--- config.mk ---
export PLATFORM = sky130hd
export DESIGN_NAME = itr_port
export DESIGN_NICKNAME = d
export VERILOG_FILES = /design/src/itr_port.v /design/src/itr_word_mem.v
export VERILOG_INCLUDE_DIRS = /design/src
export SDC_FILE = /design/constraint.sdc
export NUM_CORES = 1
export LEC_CHECK = 0
export ABC_CLOCK_PERIOD_IN_PS = 3800
export BUFFER_PORTS_ARGS = -buffer_cell sky130_fd_sc_hd__buf_2
export CAP_MARGIN = 25
export CORE_MARGIN = 2
export CORE_UTILIZATION = 30
export CTS_BUF_LIST = sky130_fd_sc_hd__clkbuf_4
export DETAILED_ROUTE_END_ITERATION = 7
export PLACE_DENSITY_LB_ADDON = 0.25
export SETUP_SLACK_MARGIN = 0.02
export SLEW_MARGIN = 20
export SYNTH_ARGS = -nofsm -noshare
export SYNTH_HDL_FRONTEND = slang
export SYNTH_HIERARCHICAL = 1
export SYNTH_SLANG_ARGS = --single-unit
export TNS_END_PERCENT = 20
--- constraint.sdc ---
create_clock -name clk -period 3.8 [get_ports clk]
set_input_delay 0.76 -clock clk [delete_from_list [all_inputs] [get_ports clk]]
set_output_delay 0.76 -clock clk [all_outputs]
set_load 0.05 [all_outputs]
--- src/itr_defines.vh ---
`ifndef ITR_DEFINES_VH
`define ITR_DEFINES_VH

// clock and input spike filters
`define ITR_CLK_PERIOD_NS 40
`define ITR_FS_SPIKE_NS 50
`define ITR_HS_SPIKE_NS 10
`define ITR_FS_FILT_CYC ((`ITR_FS_SPIKE_NS + `ITR_CLK_PERIOD_NS - 1) / `ITR_CLK_PERIOD_NS)
`define ITR_HS_FILT_CYC ((`ITR_HS_SPIKE_NS + `ITR_CLK_PERIOD_NS - 1) / `ITR_CLK_PERIOD_NS)

// bus addresses
`define ITR_ADDR_BASE 7'h40
`define ITR_ARA_ADDR 7'h0c
`define ITR_HS_CODE 5'h01

// register pointer values
`define ITR_REG_CONFIG 4'h0
`define ITR_REG_ADC_CONFIG 4'h1
`define ITR_REG_LAST_RW 4'h4
`define ITR_REG_BUS_VOLTAGE 4'h5
`define ITR_REG_DIE_TEMP 4'h6
`define ITR_REG_CURRENT 4'h7
`define ITR_REG_POWER 4'h8
`define ITR_REG_ENERGY 4'h9
`define ITR_REG_CHARGE 4'ha
`define ITR_REG_DIAG 4'hb

// field positions
`define ITR_CFG_ACC_CLEAR_BIT 14
`define ITR_ADC_CONV_LSB 0
`define ITR_ADC_AVG_LSB 3
`define ITR_DIAG_CHARGE_OVF_BIT 0

// reset values
`define ITR_PTR_RESET 4'h0
`define ITR_ADC_SEL_RESET 3'h0
`define ITR_ACC_RESET 40'h00_0000_0000

`endif

--- src/itr_port.v ---
// Summary of operation
// first write byte sets register pointer
// controller always sends pointer in writes
// acknowledge matching address before pointer byte
// next two bytes stored MSB first, acked
// start or stop both end writes
// read returns register at stored pointer
// pointer-only write then restart for reads
// read sends MSB, then LSB after ack
// tolerate ack, nack, start, stop anywhere
// pointer kept across reads until rewritten
// no clock stretching, no PEC
// HS code not acked, filters switched
// restarts keep high-speed operation
// stop leaves high-speed mode
// alert pending: ack ARA, send address
// lost arbitration: no ack, alert held
// signed results in two's complement
// temperature and voltage register full ranges
// energy accumulator wraps past 40 bits
// clear bit zeroes energy any time
// charge overflow flags, cleared by clear
// conversion time and averaging selectable
// address from two four-level select pins
// select pins sampled every transfer
// fast and high-speed rates, MSB first
// ignore non-matching addresses entirely
`include "itr_defines.vh"
`default_nettype none

module itr_port (
   input wire clk,
   input wire rstn,
   input wire scl_i,
   input wire sda_i,
   output wire sda_o,
   output reg sda_oe_ff,
   input wire [1:0] address_select_low_pin,
   input wire [1:0] address_select_high_pin,
   output reg hs_mode_ff,
   input wire alert_pending,
   output wire alert_oe,
   input wire sample_valid,
   input wire [15:0] bus_voltage,
   input wire [11:0] die_temperature,
   input wire [15:0] current,
   input wire [23:0] power,
   input wire [15:0] charge_increment,
   output reg [2:0] conv_time_sel_ff,
   output reg [2:0] avg_count_sel_ff
);

   localparam ST_IDLE = 3'd0;
   localparam ST_ADDR = 3'd1;
   localparam ST_ADDR_ACK = 3'd2;
   localparam ST_WR_BYTE = 3'd3;
   localparam ST_WR_ACK = 3'd4;
   localparam ST_RD_BYTE = 3'd5;
   localparam ST_RD_ACK = 3'd6;
   localparam integer FS_LIM_I = `ITR_FS_FILT_CYC;
   localparam integer HS_LIM_I = `ITR_HS_FILT_CYC;
   localparam [1:0] FS_LIM = FS_LIM_I[1:0];
   localparam [1:0] HS_LIM = HS_LIM_I[1:0];

   // open drain: the pin is only ever pulled low
   assign sda_o = 1'b0;

   reg [5:0] sync1_ff;
   reg [5:0] sync2_ff;
   wire [1:0] filt;
   reg scl_prev_ff;
   reg sda_prev_ff;
   reg [2:0] state_ff;
   reg [3:0] bitcnt_ff;
   reg [7:0] rx_sh_ff;
   reg [39:0] tx_sh_ff;
   reg [1:0] byte_idx_ff;
   reg [7:0] wr_msb_ff;
   reg [3:0] ptr_ff;
   reg [6:0] own_addr_ff;
   reg rw_ff;
   reg ara_ff;
   reg ara_won_ff;
   reg acc_clear_ff;
   reg [39:0] energy_ff;
   reg [39:0] charge_ff;
   reg charge_ovf_ff;
   reg mem_wr_ff;
   reg [15:0] mem_wdata_ff;
   wire [15:0] mem_rdata;
   reg [39:0] rd_value;

   // every pin passes two flops before any logic reads it
   always @(posedge clk or negedge rstn)
   begin
      if (!rstn)
      begin
         sync1_ff <= 6'h3f;
         sync2_ff <= 6'h3f;
      end
      else
      begin
         sync1_ff <= {address_select_high_pin, address_select_low_pin, sda_i, scl_i};
         sync2_ff <= sync1_ff;
      end
   end

   // spike filters, shorter in high-speed mode
   genvar gi;
   generate
      for (gi = 0; gi < 2; gi = gi + 1)
      begin : g_filt
         reg [1:0] cnt_ff;
         reg out_ff;
         wire [1:0] lim = hs_mode_ff ? HS_LIM : FS_LIM;
         always @(posedge clk or negedge rstn)
         begin
            if (!rstn)
            begin
               cnt_ff <= 2'h0;
               out_ff <= 1'b1;
            end
            else if (sync2_ff[gi] == out_ff)
               cnt_ff <= 2'h0;
            // filter length follows mode
            else if (cnt_ff >= lim - 2'h1)
            begin
               out_ff <= sync2_ff[gi];
               cnt_ff <= 2'h0;
            end
            else
               cnt_ff <= cnt_ff + 2'h1;
         end
         assign filt[gi] = out_ff;
      end
   endgenerate

   wire scl_f = filt[0];
   wire sda_f = filt[1];
   wire scl_rise = scl_f & ~scl_prev_ff;
   wire scl_fall = ~scl_f & scl_prev_ff;
   wire start_det = scl_f & scl_prev_ff & sda_prev_ff & ~sda_f;
   wire stop_det = scl_f & scl_prev_ff & ~sda_prev_ff & sda_f;
   wire [7:0] rx_byte = rx_sh_ff;

   // pin levels 0 gnd, 1 supply, 2 sda, 3 scl
   wire [6:0] pin_addr = `ITR_ADDR_BASE | {3'h0, sync2_ff[5:4], sync2_ff[3:2]};

   // read value chosen by stored pointer, left aligned
   always @*
   begin
      rd_value = 40'h00_0000_0000;
      case (ptr_ff)
         // signed fields passed as two's complement
         `ITR_REG_BUS_VOLTAGE: rd_value = {bus_voltage, 24'h00_0000};
         // 12 bits at 125 mC span -256 to +255.875
         `ITR_REG_DIE_TEMP: rd_value = {die_temperature, 4'h0, 24'h00_0000};
         `ITR_REG_CURRENT: rd_value = {current, 24'h00_0000};
         `ITR_REG_POWER: rd_value = {power, 16'h0000};
         `ITR_REG_ENERGY: rd_value = energy_ff;
         `ITR_REG_CHARGE: rd_value = charge_ff;
         `ITR_REG_DIAG: rd_value = {15'h0000, charge_ovf_ff, 24'h00_0000};
         default:
         begin
            if (ptr_ff <= `ITR_REG_LAST_RW)
               rd_value = {mem_rdata, 24'h00_0000};
            else
               rd_value = 40'h00_0000_0000;
         end
      endcase
   end

   // scl is never driven, so no stretching
   always @(posedge clk or negedge rstn)
   begin
      if (!rstn)
      begin
         scl_prev_ff <= 1'b1;
         sda_prev_ff <= 1'b1;
         state_ff <= ST_IDLE;
         bitcnt_ff <= 4'h0;
         rx_sh_ff <= 8'h00;
         tx_sh_ff <= 40'h00_0000_0000;
         byte_idx_ff <= 2'h0;
         wr_msb_ff <= 8'h00;
         ptr_ff <= `ITR_PTR_RESET;
         own_addr_ff <= `ITR_ADDR_BASE;
         rw_ff <= 1'b0;
         ara_ff <= 1'b0;
         ara_won_ff <= 1'b0;
         sda_oe_ff <= 1'b0;
         hs_mode_ff <= 1'b0;
         mem_wr_ff <= 1'b0;
         mem_wdata_ff <= 16'h0000;
         acc_clear_ff <= 1'b0;
         conv_time_sel_ff <= `ITR_ADC_SEL_RESET;
         avg_count_sel_ff <= `ITR_ADC_SEL_RESET;
      end
      else
      begin
         scl_prev_ff <= scl_f;
         sda_prev_ff <= sda_f;
         mem_wr_ff <= 1'b0;
         acc_clear_ff <= 1'b0;
         if (!alert_pending)
            ara_won_ff <= 1'b0;
         if (stop_det)
         begin
            // stop ends any transfer
            state_ff <= ST_IDLE;
            sda_oe_ff <= 1'b0;
            // stop returns filters to fast mode
            hs_mode_ff <= 1'b0;
         end
         else if (start_det)
         begin
            // restart keeps hs mode as is
            state_ff <= ST_ADDR;
            bitcnt_ff <= 4'h0;
            sda_oe_ff <= 1'b0;
            ara_ff <= 1'b0;
            // address pins taken at each start
            own_addr_ff <= pin_addr;
         end
         else
         begin
            case (state_ff)
               ST_IDLE:
               begin
                  sda_oe_ff <= 1'b0;
               end
               ST_ADDR:
               begin
                  if (scl_rise)
                  begin
                     rx_sh_ff <= {rx_sh_ff[6:0], sda_f};
                     bitcnt_ff <= bitcnt_ff + 4'h1;
                  end
                  else if (scl_fall && bitcnt_ff == 4'h8)
                  begin
                     bitcnt_ff <= 4'h0;
                     rw_ff <= rx_byte[0];
                     // hs code recognised, never acked
                     if (rx_byte[7:3] == `ITR_HS_CODE)
                     begin
                        hs_mode_ff <= 1'b1;
                        state_ff <= ST_IDLE;
                     end
                     // ack own address
                     else if (rx_byte[7:1] == own_addr_ff)
                     begin
                        sda_oe_ff <= 1'b1;
                        state_ff <= ST_ADDR_ACK;
                     end
                     // alert response only while pending
                     else if (rx_byte[7:1] == `ITR_ARA_ADDR && rx_byte[0] && alert_pending && !ara_won_ff)
                     begin
                        sda_oe_ff <= 1'b1;
                        ara_ff <= 1'b1;
                        state_ff <= ST_ADDR_ACK;
                     end
                     // others left alone
                     else
                        state_ff <= ST_IDLE;
                  end
               end
               ST_ADDR_ACK:
               begin
                  if (scl_fall)
                  begin
                     byte_idx_ff <= 2'h0;
                     if (rw_ff)
                     begin
                        // first byte out is the msb
                        if (ara_ff)
                           tx_sh_ff <= {own_addr_ff, 1'b0, 32'h0000_0000};
                        else
                           tx_sh_ff <= rd_value;
                        sda_oe_ff <= ara_ff ? ~own_addr_ff[6] : ~rd_value[39];
                        state_ff <= ST_RD_BYTE;
                     end
                     else
                     begin
                        sda_oe_ff <= 1'b0;
                        state_ff <= ST_WR_BYTE;
                     end
                  end
               end
               ST_WR_BYTE:
               begin
                  if (scl_rise)
                  begin
                     rx_sh_ff <= {rx_sh_ff[6:0], sda_f};
                     bitcnt_ff <= bitcnt_ff + 4'h1;
                  end
                  else if (scl_fall && bitcnt_ff == 4'h8)
                  begin
                     bitcnt_ff <= 4'h0;
                     // each data byte acknowledged
                     sda_oe_ff <= 1'b1;
                     state_ff <= ST_WR_ACK;
                     // first byte is the pointer
                     if (byte_idx_ff == 2'h0)
                        // reads never move the pointer
                        ptr_ff <= rx_byte[3:0];
                     else if (byte_idx_ff == 2'h1)
                        wr_msb_ff <= rx_byte;
                     // second data byte completes the word
                     else if (byte_idx_ff == 2'h2 && ptr_ff <= `ITR_REG_LAST_RW)
                     begin
                        mem_wr_ff <= 1'b1;
                        mem_wdata_ff <= {wr_msb_ff, rx_byte};
                        // clear bit pulses the accumulators
                        if (ptr_ff == `ITR_REG_CONFIG)
                           acc_clear_ff <= wr_msb_ff[`ITR_CFG_ACC_CLEAR_BIT - 8];
                        // converter timing selects
                        if (ptr_ff == `ITR_REG_ADC_CONFIG)
                        begin
                           conv_time_sel_ff <= rx_byte[`ITR_ADC_CONV_LSB +: 3];
                           avg_count_sel_ff <= rx_byte[`ITR_ADC_AVG_LSB +: 3];
                        end
                     end
                  end
               end
               ST_WR_ACK:
               begin
                  if (scl_fall)
                  begin
                     sda_oe_ff <= 1'b0;
                     // extra bytes past the word are acked and dropped
                     if (byte_idx_ff != 2'h3)
                        byte_idx_ff <= byte_idx_ff + 2'h1;
                     state_ff <= ST_WR_BYTE;
                  end
               end
               ST_RD_BYTE:
               begin
                  if (scl_rise)
                  begin
                     bitcnt_ff <= bitcnt_ff + 4'h1;
                     // released one seen low means lost
                     if (ara_ff && !sda_oe_ff && !sda_f)
                        state_ff <= ST_IDLE;
                  end
                  else if (scl_fall)
                  begin
                     // msb leaves first
                     tx_sh_ff <= {tx_sh_ff[38:0], 1'b0};
                     if (bitcnt_ff == 4'h8)
                     begin
                        bitcnt_ff <= 4'h0;
                        sda_oe_ff <= 1'b0;
                        state_ff <= ST_RD_ACK;
                        // alert drops only after a won reply
                        if (ara_ff)
                           ara_won_ff <= 1'b1;
                     end
                     else
                        sda_oe_ff <= ~tx_sh_ff[38];
                  end
               end
               ST_RD_ACK:
               begin
                  // nack ends the read quietly
                  if (scl_rise && sda_f)
                     state_ff <= ST_IDLE;
                  else if (scl_fall)
                  begin
                     // next byte after controller ack
                     sda_oe_ff <= ~tx_sh_ff[39];
                     state_ff <= ST_RD_BYTE;
                  end
               end
               default:
               begin
                  state_ff <= ST_IDLE;
                  sda_oe_ff <= 1'b0;
               end
            endcase
         end
      end
   end

   // alert held until this device wins
   assign alert_oe = alert_pending & ~ara_won_ff;

   // energy wraps; R20: clear has priority
   wire [40:0] energy_sum = {1'b0, energy_ff} + {17'h0_0000, power};
   wire [40:0] charge_sum = {1'b0, charge_ff} + {25'h000_0000, charge_increment};

   always @(posedge clk or negedge rstn)
   begin
      if (!rstn)
      begin
         energy_ff <= `ITR_ACC_RESET;
         charge_ff <= `ITR_ACC_RESET;
         charge_ovf_ff <= 1'b0;
      end
      else
      begin
         // accumulators cleared whatever their value
         if (acc_clear_ff)
         begin
            energy_ff <= `ITR_ACC_RESET;
            charge_ff <= `ITR_ACC_RESET;
         end
         else if (sample_valid)
         begin
            energy_ff <= energy_sum[39:0];
            charge_ff <= charge_sum[39:0];
         end
         // overflow sets flag, set beats clear
         if (sample_valid && charge_sum[40])
            charge_ovf_ff <= 1'b1;
         else if (acc_clear_ff)
            charge_ovf_ff <= 1'b0;
      end
   end

   itr_word_mem u_mem (
      .clk(clk),
      .wr_en(mem_wr_ff),
      .wr_addr(ptr_ff),
      .wr_data(mem_wdata_ff),
      .rd_addr(ptr_ff),
      .rd_data_ff(mem_rdata)
   );

endmodule // itr_port

`default_nettype wire

--- src/itr_word_mem.v ---
`default_nettype none

// small store for the software writable 16-bit words, registered read port
module itr_word_mem (
   input wire clk,
   input wire wr_en,
   input wire [3:0] wr_addr,
   input wire [15:0] wr_data,
   input wire [3:0] rd_addr,
   output reg [15:0] rd_data_ff
);

   reg [15:0] mem_ff [0:15];
   integer k;

   initial
   begin
      for (k = 0; k < 16; k = k + 1)
         mem_ff[k] = 16'h0000;
      rd_data_ff = 16'h0000;
   end

   always @(posedge clk)
   begin
      if (wr_en)
         mem_ff[wr_addr] <= wr_data;
      rd_data_ff <= mem_ff[rd_addr];
   end

endmodule // itr_word_mem

`default_nettype wire

Word level (Yosys, flattened, before mapping)
Memories as Yosys holds them, arrays and structs flattened. A register that Yosys moved wholly into a read port is not among the register bits.
Cells that the tools add are included.
{"block": "classes", "n_addsub": 7, "magnitude_cmp": 3, "eq_ne": 54, "mux": 107, "n_bitwise": 23, "reduce_logical": 43}
{"cell": "$mux 40", "n": 10}
{"cell": "$pmux 40 s7", "n": 1}
{"cell": "$pmux 40 s2", "n": 1}
{"cell": "$mux 1", "n": 59}
{"cell": "$ne 4x4->1 const B", "n": 13}
{"cell": "$mux 3", "n": 15}
{"cell": "$add 40x16->41", "n": 1}
{"cell": "$add 40x24->40", "n": 1}
{"cell": "$ne 5x5->1 const B", "n": 5}
{"cell": "$mux 4", "n": 6}
{"cell": "$mux 2", "n": 11}
{"cell": "$pmux 3 s7", "n": 1}
{"cell": "$reduce_and 7->1", "n": 3}
{"cell": "$eq 4x4->1 const B", "n": 5}
{"cell": "$reduce_bool 2->1", "n": 10}
{"cell": "$ne 2x2->1 const B", "n": 9}
{"cell": "$not 1->1", "n": 15}
{"cell": "$reduce_and 5->1", "n": 3}
{"cell": "$eq 4x3->1 const B", "n": 3}
{"cell": "$reduce_and 12->1", "n": 1}
{"cell": "$reduce_and 6->1", "n": 2}
{"cell": "$reduce_and 11->1", "n": 1}
{"cell": "$eq 3x3->1 const B", "n": 3}
{"cell": "$logic_and 1x1->1", "n": 9}
{"cell": "other kinds (31)", "n": 49}
{"block": "totals", "regBits": 203, "ramBits": 256, "output_inout_bits": 10, "wordCells": 267, "mem_count": 1}
{"name": "u_mem.mem_ff", "depth": 16, "width": 16, "rd": 1, "rd_clocked_by_memory_dff": 1, "write_ports": 1, "line_no": "itr_word_mem.v:13", "text": "reg [15:0] mem_ff [0:15];"}

Logic depth before layout (Yosys ltp)
{"block": "logic_depth", "word_depth": 12, "depth_mapped": 10, "depth_no_buf": 9}

By module
Netlist, hierarchy kept.
{"mod": "itr_port", "instances": 1, "cells_each": 1394, "area_each_um2": 12456.9, "seq_area_each_um2": 5099.9}
{"mod": "itr_word_mem", "instances": 1, "cells_each": 432, "area_each_um2": 10043.4, "seq_area_each_um2": 8007.7}

Worst setup path after synthesis
Ideal clock, no wire load.
{"block": "synth_timing", "path_kind": "in2reg", "from": "input charge_increment[1]", "to": "register charge_ff[25]", "setup_time_ns": 0.125, "arrival_time_ns": 2.960, "required_time_ns": 3.675, "setup_slack_ns": 0.716, "cell_stages": 8, "cell_sequence": "ha_1 > a21o_1 > a21oi_1 > o2111ai_1 > a2111oi_2 > nor3_1 > nand4_1 > mux2_2"}
{"block": "synth_via", "elab_chain_cells": 3}
{"element": "from (decl)", "line_no": "itr_port.v:48", "text": "input wire [15:0] charge_increment,"}
{"element": "$add 40x16->41", "line_no": "itr_port.v:389", "text": "wire [40:0] charge_sum = {1'b0, charge_ff} + {25'h000_0000, charge_increment};"}
{"element": "$mux 40", "line_no": "itr_port.v:407", "text": "else if (sample_valid)"}
{"element": "$mux 40", "line_no": "itr_port.v:402", "text": "if (acc_clear_ff)"}
{"element": "to (signal assigned)", "line_no": "itr_port.v:396", "text": "charge_ff <= `ITR_ACC_RESET;"}
{"element": "to (signal assigned)", "line_no": "itr_port.v:405", "text": "charge_ff <= `ITR_ACC_RESET;"}
{"element": "to (signal assigned)", "line_no": "itr_port.v:410", "text": "charge_ff <= charge_sum[39:0];"}
{"element": "to (decl)", "line_no": "itr_port.v:86", "text": "reg [39:0] charge_ff;"}
No other way between the ends. The select of a mux whose other input is x is not followed.
A chain may end at the register's enable or synchronous reset.

Worst setup path after layout
{"block": "layout_timing", "from": "register scl_prev_ff", "to": "register conv_time_sel_ff[0]"}
{"block": "layout_via", "elab_chain_cells": 5, "word_cells_on_any_way": 13, "cone_classes": "bitwise (11); reduce/logical (2)"}
{"element": "from (decl)", "line_no": "itr_port.v:71", "text": "reg scl_prev_ff;"}
{"element": "from (signal assigned)", "line_no": "itr_port.v:201", "text": "scl_prev_ff <= scl_f;"}
{"element": "$and 1x1->1", "line_no": "itr_port.v:142, itr_port.v:143"}
{"element": "$and 1x1->1 (on tied branches) (2 in a row)", "line_no": "itr_port.v:143, itr_port.v:142"}
{"element": "$not 1->1 (no source line)"}
{"element": "$reduce_and 9->1 (no source line) *"}
{"element": "to (signal assigned)", "line_no": "itr_port.v:196", "text": "conv_time_sel_ff <= `ITR_ADC_SEL_RESET;"}
{"element": "to (signal assigned)", "line_no": "itr_port.v:319", "text": "conv_time_sel_ff <= rx_byte[`ITR_ADC_CONV_LSB +: 3];"}
{"element": "to (decl)", "line_no": "itr_port.v:49", "text": "output reg [2:0] conv_time_sel_ff,"}
Mark *: on every way between the ends. The rest lies on a longest branch, timed or not.

==> results.toml <==
[clocking]
cts_tree = "yes"
clkTransAtPathRegs_ns = 0.06
postCtsSetupRepairBufs = 0
numCtsBuffers = 135
cts_root_buf = "clkbuf_4"
clock_latency_ns = 0.98
cts_buffer_depth = 3
cts.sinks = 475
cts_max_level = 4

[worst_setup_path]
r2r_slack_ns = 0.68
critPathMaxFanout = 12
critPathLaunchType = "register"
arrival_ns = 3.96
cp-end-kind = "register"
cp.required_ns = 4.64
rr_startpoint = "scl_prev_ff"
r2r_end = "conv_time_sel_ff[0]"
r2r_cells = 8
path_class = "register to register"

[pwr]
p_leak_nw = 9.94
powerDensity_nw_per_um2 = 573
vdd_drop_max_mv = 0.264

[timing]
fmax_ghz = 0.320
min_period_over_period_pct = 82.1
setup_viol = 0
slew_viol_final = 0
worst_slew_pin_slew_ns = 0.958
min_period_ns = 3.12
finalSetupTns_ns = 0
rsz0062_at_grt = "false"
final-hold-violation-count = 0
finalClockSkew_ns = 0.0697
slew_headroom_pct = 36.2

[global_route]
grt_pass1_vias = 16000
grt_max_degree = 113
grt_util_all_layers_pct = 16.3
grt-ovfl-total = 0
grt_antenna_before_repair = 2
grt_pass1_wl_mm = 96.7

[floorplanning]
die_h_um = 278
die_w_um = 278
design.core.area_um2 = 74300
start_util_pct = 30.3
design.die.area_um2 = 77200
row_count = 100
ios = 104

[min_path]
min_to = "ara_won_ff"
worstHoldPathType = "primary input to register"
hold_path_depth = 3
min-delay-start = "alert_pending"

[place]
dp_hpwl_mm = 43.0
port_buffers = 102
place.gp.congestion = 0.896
dp.cells = 2860

[logic_synthesis]
synth_fa_ha_area_share_pct = 3.01
yosys_warnings = 6
ys_ff_latch = 475
synth_top_area_share_pct = 34.2
synthXorXnorAreaFrac_pct = 2.18
yosysUniqueCellTypes = 83
synth-main-ff-cell = "edfxtp_1"
yosysTopAreaCell = "edfxtp_1"
avgSynthCellArea_um2 = 12.3
synth_cells = 1826
synth-compound-area-share_pct = 12.4
synth_top_family_by_area = "compound AO/OA/AOI/OAI gates"
async_flop_share_pct = 42.7
yosys.area_share.simple_pct = 11.3
synth.area.mux_share_pct = 10.4
synth_area_um2 = 22500
ys_seq_area_share_pct = 58.3
synth_edf_count = 256
ys_top_cells_by_area = "edfxtp_1, dfrtp_1, mux4_2"
synth_nets = 1973

[cells_and_area]
drive_gt1_share_pct = 24.1
final_cells = 3116
synthToLayoutAreaGrowth_pct = 16.2
final_nets = 2182

[route]
wl_met2_mm = 27.7
viasPerCell = 5.14
post_drt_wl_per_cell_um = 20.1
top_layer = "met4"
drtAntennaViolNets = 0
dr.pass1.iters = 5
wl_mm = 62.8
num_vias = 16000
drc = 0
wl_met1_mm = 30.2
met3WireLength_mm = 3.73
drt_iter0_markers = 1123

[status]
outcome = "completed"

[flow_run]
cap_violations = 0
worst max-delay path by stage:
| stage | from | endpoint | slack (ns) | cells after the start |
|---|---|---|---|---|
| 5_1_grt | ptr_ff[0] | tx_sh_ff[24] | 0.47 | 8 |
| 2_1_floorplan | charge_increment[1] | charge_ff[25] | 0.72 | 8 |
| 4_1_cts | scl_prev_ff | conv_time_sel_ff[0] | 0.69 | 8 |
| 3_3_place_gp | charge_increment[0] | charge_ff[28] | 0.43 | 11 |
| 6_report | scl_prev_ff | conv_time_sel_ff[0] | 0.68 | 8 |
| 3_5_place_dp | charge_increment[0] | charge_ff[26] | 0.38 | 11 |
power breakdown:
part,switching [W],internal (W),total [W]
logic,0.00228,0.00156,0.00384
registers,0.000593,0.00593,0.00652
clock network,0.00228,0.00233,0.00461
area by class of cell:
class,instances,area (µm²)
fillers,7406,48200
repair buffers,176,1130
clock buffers,188,1410
diodes,7,17.5
flip-flops and latches,475,13100
clock inverters,54,270
well taps,969,1210
inverters,29,109
multi-input cells,1218,8880
logic make-up (layout without fill, tap and decap cells):
group | Yosys count | in the layout
adder cells (fa/ha/maj) | 53 | 53
other | 1 | 8
multiplexers | 142 | 142
AND/OR/NAND/NOR | 525 | 525
XOR/XNOR | 56 | 56
buffers and inverters | 133 | 447
AO/OA/AOI/OAI | 441 | 441
flip-flops | 475 | 475
cell usage after synthesis (all sizes together), types with 12 or more instances:
library cell	count
a21o	15
a221oi	14
nand3	31
o21ai	115
a21oi	129
xnor2	28
and3	13
dfrtp	187
nor4	12
or3	13
ha	51
nor3	19
mux4	64
buf	26
mux2	44
a211oi	13
dfxtp	16
nand4	21
mux2i	34
o31ai	15
nor2	134
inv	29
a22oi	68
edfxtp	256
xor2	28
nor2b	23
nand2	186
clkbuf	78
dfstp	16
nand2b	18
metrics by stage:
step | hold slack [ns] | power [W] | util, % | setup slack, ns | cell area, µm²
after global placement | 0.348 | 0.0104 | 32.8 | 0.430 | 24400
after global routing | 0.0790 | 0.0160 | 35.2 | 0.466 | 26100
after detailed placement | 0.347 | 0.0104 | 32.8 | 0.378 | 24400
after floorplan | 0.345 | 0.00930 | - | 0.716 | 22500
final | 0.126 | 0.0150 | 35.2 | 0.678 | 26100
after CTS | 0.0521 | 0.0151 | 35.2 | 0.687 | 26100
cells in the final DEF (no fill, tap or decap), types with 16 or more instances in the layout:
master and n:
xor2_1 28, edfxtp_1 256, o21ai_0 114, mux2i_1 34, clkinv_1 35, xnor2_1 28, a22oi_1 68, clkbuf_4 188
nand2b_1 18, dfxtp_1 16, a21oi_1 129, mux2_2 38, buf_2 101, nand4_1 21, dfrtp_1 184, dfstp_2 16
nand3_1 29, nor2b_1 22, mux4_2 54, buf_4 64, nand2_1 186, nor2_1 134, ha_1 51, inv_1 29
metal layers:
layer,up-vias,global-route usage (%)
li1,7436,-
met1,8024,23.4
met2,472,24.0
met3,92,4.04
met4,0,5.35
met5,-,0
sequential cells by signal (all words and copies together), names as in the netlist, 2 cells and up:
register and flops:
u_mem/mem_ff 256, conv_time_sel_ff 3, tx_sh_ff 40, sync1_ff 6
rx_byte 8, u_mem/rd_data_ff 16, ptr_ff 4, sync2_ff 6
avg_count_sel_ff 3, wr_msb_ff 8, bitcnt_ff 4, g_filt.out_ff 2
energy_ff 40, byte_idx_ff 2, g_filt.cnt_ff 4, state_ff 3
mem_wdata_ff 16, charge_ff 40, own_addr_ff 4
worst max-delay path, cell delays in order (launching register included):
cell and delay, ns:
dfstp_2 0.54, inv_1 0.04, ha_1 0.34, and2b_1 0.28, nand3_2 0.13, nor4b_4 0.38
nand4b_4 0.13, or4_1 0.79, mux2_4 0.41
timing repair:
action                    4_1_cts  5_1_grt
hold endpoints to repair       79        0
hold buffers                    7        0
resized for setup               0        0
Power figures use the tool's default switching activity.
